`src/core/pif_consts.svh`:
```
`ifndef PIF_CONSTS_SVH
`define PIF_CONSTS_SVH

// ----------------------------------------
// Register byte offsets (low address bits)
// ----------------------------------------
`define PIF_ADDR_BITS 8
`define PIF_OFF_FLAGS_1 8'h00
`define PIF_OFF_FLAGS_2 8'h04
`define PIF_OFF_ENABLE_1 8'h08
`define PIF_OFF_ENABLE_2 8'h0c
`define PIF_OFF_CONTROL 8'h10
`define PIF_OFF_PENDING 8'h14

// ----------------------------------------
// Reset values
// ----------------------------------------
`define PIF_RST_FLAGS 8'h00
`define PIF_RST_ENABLE 8'h00
`define PIF_RST_CONTROL 2'h0

// ----------------------------------------
// Field positions, first request register
// ----------------------------------------
`define PIF_F1_TIMER1_GATE 7
`define PIF_F1_ADC_DONE 6
`define PIF_F1_SERIAL_RX 5
`define PIF_F1_SERIAL_TX 4
`define PIF_F1_SYNC_SERIAL 3
`define PIF_F1_CAPCOMP1 2
`define PIF_F1_TIMER2_MATCH 1
`define PIF_F1_TIMER1_OVF 0

// ----------------------------------------
// Field positions, second request register
// ----------------------------------------
`define PIF_F2_OSC_FAIL 7
`define PIF_F2_COMPARATOR2 6
`define PIF_F2_COMPARATOR1 5
`define PIF_F2_EEPROM_DONE 4
`define PIF_F2_BUS_COLLISION 3
`define PIF_F2_LCD_EVENT 2
`define PIF_F2_UNUSED 1
`define PIF_F2_CAPCOMP2 0

// ----------------------------------------
// Access masks
// ----------------------------------------
`define PIF_F1_RO_MASK 8'h30
`define PIF_F1_IMPL_MASK 8'hff
`define PIF_F2_IMPL_MASK 8'hfd

// ----------------------------------------
// Control register fields
// ----------------------------------------
`define PIF_CTL_PERIPH_EN 0
`define PIF_CTL_GLOBAL_EN 1

`endif

```
`src/core/pif_pkg.sv`:
```
package pif_pkg;

	// ----------------------------------------
	// Types
	// ----------------------------------------
	typedef logic [7:0] pif_flags_t;

	typedef enum logic {
		BUS_IDLE,
		BUS_ACCESS
	} pif_bus_e;

endpackage : pif_pkg

```
`src/core/pif_top.sv`:
```
`timescale 1ns/100ps
`default_nettype none

`include "pif_consts.svh"

// Overview of operation
// A flag sets on its event regardless of enable bits or global enable.
// Software should clear a flag before enabling its interrupt.
// Each implemented flag reads 1 while pending, 0 when not pending.
// All flags in both request registers reset to zero on every reset.
// Register one: bit 7 timer-1 gate, bit 1 timer-2 match, bit 0 overflow.
// Register one bit 6 reports ADC completion; software reads and writes it.
// Register one bit 5 reports serial receive; writes never change it.
// Register one bit 4 reports serial transmit; writes never change it.
// Register one bit 3 sync serial, bit 2 capture unit one; both writable.
// Register two: bit 7 oscillator fail, bit 6 comparator 2, bit 5 comparator 1.
// Register two: bit 4 EEPROM write done, bit 3 bus collision.
// Register two: bit 2 LCD event, bit 0 capture unit two; both writable.
// Register two bit 1 always reads zero and ignores writes.
// Interrupt reaches processor only with peripheral enable set plus its own enable; the code also requires the global enable bit.
// Writing 0 clears, 1 sets a writable flag; hardware set beats clear.
module pif_top import pif_pkg::*; #(
	parameter int FLAG_WIDTH = 8
) (
	input wire logic hclk,
	input wire logic hresetn,
	input wire logic hsel,
	input wire logic [31:0] haddr,
	input wire logic [1:0] htrans,
	input wire logic hwrite,
	input wire logic [2:0] hsize,
	input wire logic [31:0] hwdata,
	input wire logic hready,
	output logic [31:0] hrdata,
	output logic hreadyout,
	output logic hresp,
	input wire logic timer1_gate_event,
	input wire logic adc_done_event,
	input wire logic serial_rx_pending,
	input wire logic serial_tx_pending,
	input wire logic sync_serial_event,
	input wire logic capcomp_unit1_event,
	input wire logic timer2_match_event,
	input wire logic timer1_overflow_event,
	input wire logic osc_fail_event,
	input wire logic comparator_two_event,
	input wire logic comparator_one_event,
	input wire logic eeprom_write_done_event,
	input wire logic bus_collision_event,
	input wire logic lcd_event,
	input wire logic capcomp_unit2_event,
	output logic [7:0] peripheral_request_flags_1,
	output logic [7:0] peripheral_request_flags_2,
	output logic peripheral_irq_request
);

	// ----------------------------------------
	// Elaboration checks
	// ----------------------------------------
	localparam pif_flags_t F1_RO = `PIF_F1_RO_MASK;
	localparam pif_flags_t F2_IMPL = `PIF_F2_IMPL_MASK;
	localparam pif_flags_t SERIAL_BITS = (8'h01 << `PIF_F1_SERIAL_RX) | (8'h01 << `PIF_F1_SERIAL_TX);

	if (FLAG_WIDTH != 8) begin : g_width_check
		$error("pif_top: FLAG_WIDTH must be 8");
	end

	// Read-only mask must shield exactly the serial level bits
	if (F1_RO != SERIAL_BITS) begin : g_ro_check
		$error("pif_top: read-only mask must cover the serial bits");
	end

	// Unused bit of register two must never be stored
	if (F2_IMPL[`PIF_F2_UNUSED] != 1'b0) begin : g_unused_check
		$error("pif_top: unused bit must lie outside the implemented mask");
	end

	// Decoder needs enough address bits to reach the highest offset
	if (`PIF_ADDR_BITS < 5) begin : g_addr_check
		$error("pif_top: address decode too narrow");
	end

	// Control register is only two bits wide
	if (`PIF_CTL_PERIPH_EN > 1 || `PIF_CTL_GLOBAL_EN > 1) begin : g_ctl_check
		$error("pif_top: control field outside the control register");
	end

	// ----------------------------------------
	// State
	// ----------------------------------------
	pif_bus_e bus_state_reg;
	pif_bus_e bus_state_next;
	logic [`PIF_ADDR_BITS-1:0] addr_reg;
	logic write_reg;
	logic [31:0] hrdata_reg;
	logic hreadyout_reg;
	logic hresp_reg;

	pif_flags_t flags_1_reg;
	pif_flags_t flags_1_next;
	pif_flags_t flags_2_reg;
	pif_flags_t flags_2_next;
	pif_flags_t enable_1_reg;
	pif_flags_t enable_2_reg;
	logic [1:0] control_reg;
	logic irq_reg;
	logic irq_next;

	// ----------------------------------------
	// Bus decode
	// ----------------------------------------
	logic take_req;
	logic do_access;
	logic do_write;
	logic wr_flags_1;
	logic wr_flags_2;
	logic wr_enable_1;
	logic wr_enable_2;
	logic wr_control;
	logic [31:0] read_mux;

	// Address phase is accepted only while the bus is ready.
	assign take_req = hsel & hready & htrans[1];
	assign do_access = (bus_state_reg == BUS_ACCESS);
	assign do_write = do_access & write_reg;
	assign wr_flags_1 = do_write & (addr_reg == `PIF_OFF_FLAGS_1);
	assign wr_flags_2 = do_write & (addr_reg == `PIF_OFF_FLAGS_2);
	assign wr_enable_1 = do_write & (addr_reg == `PIF_OFF_ENABLE_1);
	assign wr_enable_2 = do_write & (addr_reg == `PIF_OFF_ENABLE_2);
	assign wr_control = do_write & (addr_reg == `PIF_OFF_CONTROL);

	always_comb begin
		bus_state_next = bus_state_reg;
		case (bus_state_reg)
			BUS_IDLE: begin
				if (take_req) begin
					bus_state_next = BUS_ACCESS;
				end
			end
			BUS_ACCESS: begin
				bus_state_next = BUS_IDLE;
			end
			default: begin
				bus_state_next = BUS_IDLE;
			end
		endcase
	end

	always_ff @(posedge hclk or negedge hresetn) begin
		if (!hresetn) begin
			bus_state_reg <= BUS_IDLE;
		end else begin
			bus_state_reg <= bus_state_next;
		end
	end

	always_ff @(posedge hclk or negedge hresetn) begin
		if (!hresetn) begin
			addr_reg <= '0;
			write_reg <= 1'b0;
		end else if (take_req && bus_state_reg == BUS_IDLE) begin
			addr_reg <= haddr[`PIF_ADDR_BITS-1:0];
			write_reg <= hwrite;
		end
	end

	// ----------------------------------------
	// Read data
	// ----------------------------------------
	// Unmapped offsets read zero; hsize is not checked, word access assumed.
	always_comb begin
		read_mux = 32'h0000_0000;
		case (addr_reg)
			`PIF_OFF_FLAGS_1: begin
				read_mux[7:0] = flags_1_reg & `PIF_F1_IMPL_MASK;
			end
			`PIF_OFF_FLAGS_2: begin
				read_mux[7:0] = flags_2_reg & `PIF_F2_IMPL_MASK;
			end
			`PIF_OFF_ENABLE_1: begin
				read_mux[7:0] = enable_1_reg;
			end
			`PIF_OFF_ENABLE_2: begin
				read_mux[7:0] = enable_2_reg & `PIF_F2_IMPL_MASK;
			end
			`PIF_OFF_CONTROL: begin
				read_mux[1:0] = control_reg;
			end
			`PIF_OFF_PENDING: begin
				read_mux[7:0] = (flags_1_reg & enable_1_reg) | (flags_2_reg & enable_2_reg);
			end
			default: begin
				read_mux = 32'h0000_0000;
			end
		endcase
	end

	// One wait state: data is sampled after any write of the same phase.
	always_ff @(posedge hclk or negedge hresetn) begin
		if (!hresetn) begin
			hrdata_reg <= 32'h0000_0000;
		end else if (do_access && !write_reg) begin
			hrdata_reg <= read_mux;
		end
	end

	always_ff @(posedge hclk or negedge hresetn) begin
		if (!hresetn) begin
			hreadyout_reg <= 1'b1;
		end else if (take_req && bus_state_reg == BUS_IDLE) begin
			hreadyout_reg <= 1'b0;
		end else begin
			hreadyout_reg <= 1'b1;
		end
	end

	// Always OKAY; unmapped accesses are harmless.
	always_ff @(posedge hclk or negedge hresetn) begin
		if (!hresetn) begin
			hresp_reg <= 1'b0;
		end else begin
			hresp_reg <= 1'b0;
		end
	end

	// ----------------------------------------
	// Request register one
	// ----------------------------------------
	pif_flags_t set_1;
	pif_flags_t level_1;
	pif_flags_t keep_1;

	always_comb begin
		set_1 = 8'h00;
		set_1[`PIF_F1_TIMER1_GATE] = timer1_gate_event;
		set_1[`PIF_F1_ADC_DONE] = adc_done_event;
		set_1[`PIF_F1_SYNC_SERIAL] = sync_serial_event;
		set_1[`PIF_F1_CAPCOMP1] = capcomp_unit1_event;
		set_1[`PIF_F1_TIMER2_MATCH] = timer2_match_event;
		set_1[`PIF_F1_TIMER1_OVF] = timer1_overflow_event;
	end

	always_comb begin
		level_1 = 8'h00;
		level_1[`PIF_F1_SERIAL_RX] = serial_rx_pending;
		level_1[`PIF_F1_SERIAL_TX] = serial_tx_pending;
	end

	// Software write replaces the stored value, a set then overrides it.
	assign keep_1 = wr_flags_1 ? hwdata[7:0] : flags_1_reg;

	// Serial bits follow the peripheral, so no write can touch them.
	assign flags_1_next = (level_1 & `PIF_F1_RO_MASK)
		| ((set_1 | keep_1) & ~`PIF_F1_RO_MASK);

	always_ff @(posedge hclk or negedge hresetn) begin
		if (!hresetn) begin
			flags_1_reg <= `PIF_RST_FLAGS;
		end else begin
			flags_1_reg <= flags_1_next;
		end
	end

	// ----------------------------------------
	// Request register two
	// ----------------------------------------
	pif_flags_t set_2;
	pif_flags_t keep_2;

	always_comb begin
		set_2 = 8'h00;
		set_2[`PIF_F2_OSC_FAIL] = osc_fail_event;
		set_2[`PIF_F2_COMPARATOR2] = comparator_two_event;
		set_2[`PIF_F2_COMPARATOR1] = comparator_one_event;
		set_2[`PIF_F2_EEPROM_DONE] = eeprom_write_done_event;
		set_2[`PIF_F2_BUS_COLLISION] = bus_collision_event;
		set_2[`PIF_F2_LCD_EVENT] = lcd_event;
		set_2[`PIF_F2_CAPCOMP2] = capcomp_unit2_event;
	end

	assign keep_2 = wr_flags_2 ? hwdata[7:0] : flags_2_reg;

	// Unimplemented bit is masked so it never holds a one.
	assign flags_2_next = (set_2 | keep_2) & `PIF_F2_IMPL_MASK;

	always_ff @(posedge hclk or negedge hresetn) begin
		if (!hresetn) begin
			flags_2_reg <= `PIF_RST_FLAGS;
		end else begin
			flags_2_reg <= flags_2_next;
		end
	end

	// ----------------------------------------
	// Enables and control
	// ----------------------------------------
	always_ff @(posedge hclk or negedge hresetn) begin
		if (!hresetn) begin
			enable_1_reg <= `PIF_RST_ENABLE;
		end else if (wr_enable_1) begin
			enable_1_reg <= hwdata[7:0];
		end
	end

	always_ff @(posedge hclk or negedge hresetn) begin
		if (!hresetn) begin
			enable_2_reg <= `PIF_RST_ENABLE;
		end else if (wr_enable_2) begin
			enable_2_reg <= hwdata[7:0] & `PIF_F2_IMPL_MASK;
		end
	end

	always_ff @(posedge hclk or negedge hresetn) begin
		if (!hresetn) begin
			control_reg <= `PIF_RST_CONTROL;
		end else if (wr_control) begin
			control_reg <= hwdata[1:0];
		end
	end

	// ----------------------------------------
	// Interrupt request
	// ----------------------------------------
	// Built from stored flags and registered, so it lags a new event by two cycles.
	assign irq_next = control_reg[`PIF_CTL_GLOBAL_EN]
		& control_reg[`PIF_CTL_PERIPH_EN]
		& (|((flags_1_reg & enable_1_reg) | (flags_2_reg & enable_2_reg)));

	always_ff @(posedge hclk or negedge hresetn) begin
		if (!hresetn) begin
			irq_reg <= 1'b0;
		end else begin
			irq_reg <= irq_next;
		end
	end

	// ----------------------------------------
	// Outputs
	// ----------------------------------------
	assign hrdata = hrdata_reg;
	assign hreadyout = hreadyout_reg;
	assign hresp = hresp_reg;
	assign peripheral_request_flags_1 = flags_1_reg;
	assign peripheral_request_flags_2 = flags_2_reg;
	assign peripheral_irq_request = irq_reg;

endmodule : pif_top

`default_nettype wire

```
`config.mk`:
```
export PLATFORM = sky130hd
export DESIGN_NAME = pif_top
export DESIGN_NICKNAME = d
export VERILOG_FILES = /design/src/core/pif_pkg.sv /design/src/core/pif_top.sv
export VERILOG_INCLUDE_DIRS = /design/src /design/src/core
export SDC_FILE = /design/constraint.sdc
export NUM_CORES = 1
export LEC_CHECK = 0
export BUFFER_PORTS_ARGS = -buffer_cell sky130_fd_sc_hd__buf_2
export CORE_MARGIN = 3
export CORE_UTILIZATION = 45
export DETAILED_ROUTE_END_ITERATION = 10
export PLACE_DENSITY = 0.84
export SYNTH_ARGS = -nofsm -noshare
export SYNTH_HDL_FRONTEND = slang
export SYNTH_SLANG_ARGS = --single-unit
```
`constraint.sdc`:
```
create_clock -name hclk -period 2.76 [get_ports hclk]
set_clock_uncertainty 0.1 [all_clocks]
set_input_delay 0.276 -clock hclk [delete_from_list [all_inputs] [get_ports hclk]]
set_output_delay 0.276 -clock hclk [all_outputs]
set_load 0.01 [all_outputs]
```
# ---- After elaboration in Yosys (flattened, before gate mapping)
# Index checks and enable logic that the tools add are counted.
dict set report op_classes {
  eq_ne 5
  n_mux 7
  bitwise_logic 17
  reduce_logical 5
}
# cell n
set op_table {}
lappend op_table {{6-bit case mux with 5 select lines} 1}
lappend op_table {{8-bit OR} 3}
lappend op_table {{8-bit AND} 2}
lappend op_table {{8-bit by 4-bit == test with 1-bit output, second input constant} 2}
lappend op_table {{8-bit by 5-bit == test with 1-bit output, second input constant} 2}
lappend op_table {{8-bit 2-to-1 mux} 2}
lappend op_table {{2-bit case mux with 6 select lines} 1}
lappend op_table {{1-bit AND} 10}
lappend op_table {{8-bit by 3-bit == test with 1-bit output, second input constant} 1}
lappend op_table {{8-bit zero test} 1}
lappend op_table {{6-bit by 8-bit OR with 8-bit output} 1}
lappend op_table {{8-bit OR reduction} 1}
lappend op_table {{1-bit logical AND} 2}
lappend op_table {{1-bit 2-to-1 mux} 2}
lappend op_table {{1-bit case mux with 2 select lines} 1}
lappend op_table {{1-bit zero test} 1}
lappend op_table {{1-bit NOT} 1}
dict set report word_totals {
  register_bits 52
  in_bits 89
  out_inout_bits 51
  wordCells 45
}

# ---- Depth between registers and ports, before layout
dict set report depth {
  ltp_word 5
  depth_mapped 6
  depth_no_buf 4
}

# ---- Worst setup path before layout
# No wires, ideal clock.
dict set report synth_path {
  kind {flip-flop to flip-flop}
  start {reg addr_reg[4]}
  end {reg enable_2_reg[0]}
  arrival_time_ns 2.082
  setup_slack_ns 0.453
  stages_incl_launch_ff 6
  path_cell_list {dfrtp_1 buf_2 or4_4 nor4b_4 nor3b_4 mux2_2}
}
dict set report synth_via {
  elab_chain_cells 2
}
# element line_no
set synth_lines {}
lappend synth_lines {{start, declared} pif_top.sv:93} ;# logic [`PIF_ADDR_BITS-1:0] addr_reg;
lappend synth_lines {{start signal, assigned} pif_top.sv:162} ;# addr_reg <= haddr[`PIF_ADDR_BITS-1:0];
lappend synth_lines {{8-bit by 4-bit == test with 1-bit output} -}
lappend synth_lines {{1-bit AND} pif_top.sv:129} ;# assign wr_enable_2 = do_write & (addr_reg == `PIF_OFF_ENABLE_2);
lappend synth_lines {{end signal, assigned} pif_top.sv:307} ;# enable_2_reg <= `PIF_RST_ENABLE;
lappend synth_lines {{end signal, assigned} pif_top.sv:309} ;# enable_2_reg <= hwdata[7:0] & `PIF_F2_IMPL_MASK;
lappend synth_lines {{end, declared} pif_top.sv:104} ;# pif_flags_t enable_2_reg;
# Every way passes these cells.
# A chain may end at the register's enable or synchronous reset.

# ---- Final worst setup path
dict set report layout_path {
  start {reg addr_reg[5]}
  end {reg enable_2_reg[7]}
}
# The elaborated chain is that of the path after synthesis.

==> out/qor.txt <==
DRC viols = 0
Core Rows = 27
Buf+Inv Stages, Crit Path = 0
Detailed Route WL = 5.84 mm
Worst Path Max Fanout = 7
Via Count = 2018
Die Wd = 82.7 um
port buffer count = 61
Max-cap violations = 0
Final Non-Filler Cells = 384
Util after Layout = 54.8%
vias in the first global route = 1867
starting density of the core = 47.2%
H-tree depth = 2
Leak = 1.40 nW
DP HPWL = 4.42 mm
top cell type by total area after synthesis = dfrtp_1
Final period util = 89.4%
Unique masters post-synth = 38
largest net degree at the start of global routing = 28
critical path's slowest cell = or4_4
CTS tree = yes
YS warnings = 0
# setup viols final = 0
pins over their slew limit = 0
global-route wire length before repair = 9.08 mm
initial antenna violation count = 0
f_max = 0.405 GHz
die footprint = 0.00684 mm^2
setup_tns = 0 ns
synthesized flop and latch total = 52
outcome = finished, final reports clean
first drt pass iteration count = 4
worst min-delay path category = input port to register
slack of the critical path = 0.293 ns
pwr/cell area = 545 mW/mm^2
Mapped Area = 0.00265 mm^2
initial DRC count = 170
Worst path max stage delay = 0.60 ns
worst-path cell chain = or4_4 > nor4b_4 > nor3b_4 > mux2_2
cells after synthesis = 245
RSZ-0062 raised after global routing = no
Total GRT Usage = 17.6%
Post-CTS Resized = 0
Area growth, synth to finish = 16.1%
critical path capture point type = register
Root Buffer = clkbuf_8
most area-consuming cells after synthesis = dfrtp_1, mux2_2, buf_4, nand2_1, a211o_1
Worst Max-Slew Pin Slew = 0.572 ns
Die Span Y = 82.7 um
TritonCTS Sinks = 52
DR WL/cell = 15.2 um
Worst setup SP type = register
Worst VDD drop = 0.222 mV
Slew HR = 61.9%
Skew-Pair Late Insertion Delay = 0.31 ns
CTS Buffer Depth = 2
minimum clock period = 2.47 ns
sequential area share after synthesis = 49.2%
Placed Instances = 373
CP top delay family = simple AND/OR/NAND/NOR gates
TritonCTS buffer count = 5
core area = 0.00561 mm^2
Final ANT Viol Nets = 0
required time of the worst setup path = 2.86 ns
clk slew on worst S/H paths = 0.09 ns
GR Overflow Total = 0
Yosys top cell area share = 48.2%
share of layout cells above drive strength 1 = 33.3%
worst path arrival time = 2.57 ns
Hold Vio Cnt, Final = 0
GPL Wtd Cong = 0.853
WS Path Type = register to register
Total Nets Final = 400
Inserted Diodes = 0
Top Ports = 140
via density per instance = 5.26
Avg Cell Area, Syn = 10.8 um^2
Setup WS pre-CTS = 0.318 ns
## layer usage
metal | vias to the layer above | track usage, % | share of wire, % | wire [um]
li1 | 951 | - | - | -
met3 | 10 | 3.80 | 6.8 | 400
met1 | 973 | 23.2 | 42 | 2460
met2 | 84 | 29.0 | 49 | 2870
met4 | 0 | 5.56 | 2.0 | 114
met5 | - | 0 | 0 | 0
## layout by cell type (no fill, tap or decap), types with 2 or more instances in the layout
master,n
nand4_1,2
nor2_1,9
buf_2,61
dfrtp_1,51
mux4_2,2
nor3b_1,3
clkbuf_8,6
a21oi_1,8
conb_1,26
nor2b_1,13
inv_1,3
mux2i_1,4
a2bb2oi_1,3
buf_4,5
dlygate4sd3_1,3
a22oi_1,9
mux2_2,21
o22ai_1,2
o21ai_0,7
nand2_1,37
nor3_1,2
a211o_1,13
a32oi_1,3
or3_1,3
## Yosys cell counts
library cell,count
nor2_1,9
or4b_2,1
or3_1,3
nand3_1,1
buf_4,26
nor4b_4,1
nor3_2,1
buf_1,1
nand4b_1,1
nor3b_4,1
conb_1,1
a32oi_1,3
nor4_1,1
mux2i_1,4
a21oi_1,8
nand4_1,2
a2bb2oi_1,3
clkbuf_1,5
a211o_1,13
a221oi_1,1
mux2_2,21
o22ai_1,2
nand2b_1,1
dfstp_2,1
nor3b_1,3
or4_4,1
dfrtp_1,51
o21ai_0,7
mux4_2,2
nor2b_1,13
o211a_1,1
inv_1,3
nand2_1,37
o2bb2ai_1,1
a22oi_1,9
buf_2,3
nor3_1,2
o31ai_1,1
## kinds of logic after synthesis
family	Yosys count	synth area share [%]
other	1	0.142
multiplexers	27	12.2
AO/OA/AOI/OAI	49	13.5
AND/OR/NAND/NOR	78	15.8
flip-flops	52	49.2
buffers and inverters	38	9.22
## layout make-up
type                            instances  area [um^2]
Clock buffer                            6         82.6
Clock inverter                          2         13.8
Fill cell                             503         2530
Inverter                                3         11.3
Multi-Input combinational cell        180         1200
Sequential cell                        52         1300
Tap cell                               72         90.1
Timing Repair Buffer                   69          373
## final timing paths
kind	from	cells after the start	slack [ns]	endpoint
min	sync_serial_event	2	0.05	peripheral_request_flags_1[3]
max in group asynchronous	hresetn	3	1.41	peripheral_request_flags_1[1]
max	addr_reg[5]	4	0.29	enable_2_reg[7]
max reg2reg	addr_reg[5]	4	0.29	enable_2_reg[7]
min reg2reg	hrdata[7]	2	0.38	hrdata[7]
min in group asynchronous	hresetn	2	0.39	addr_reg[5]
## what timing repair did
item / in CTS / in global routing
hold buffers: 3 / 0
hold endpoints to repair: 26 / 0
buffers inserted: 0 / 0
## where the power goes
group          leakage [nW]  switching, mW  internal [mW]
Clock                0.0516          0.249          0.205
Combinational         0.740          0.193          0.151
Sequential            0.607         0.0539          0.823
## stage by stage
step / power (mW) / hold WS (ns) / cell area (um^2)
after floorplan: 1.13 / -0.120 / 2740
after global placement: 1.22 / 0.193 / 2950
after detailed placement: 1.23 / 0.196 / 2950
after CTS: 1.68 / 0.0470 / 3070
after global routing: 1.77 / 0.0452 / 3070
final: 1.68 / 0.0509 / 3070
(Power assumes the default switching activity.)
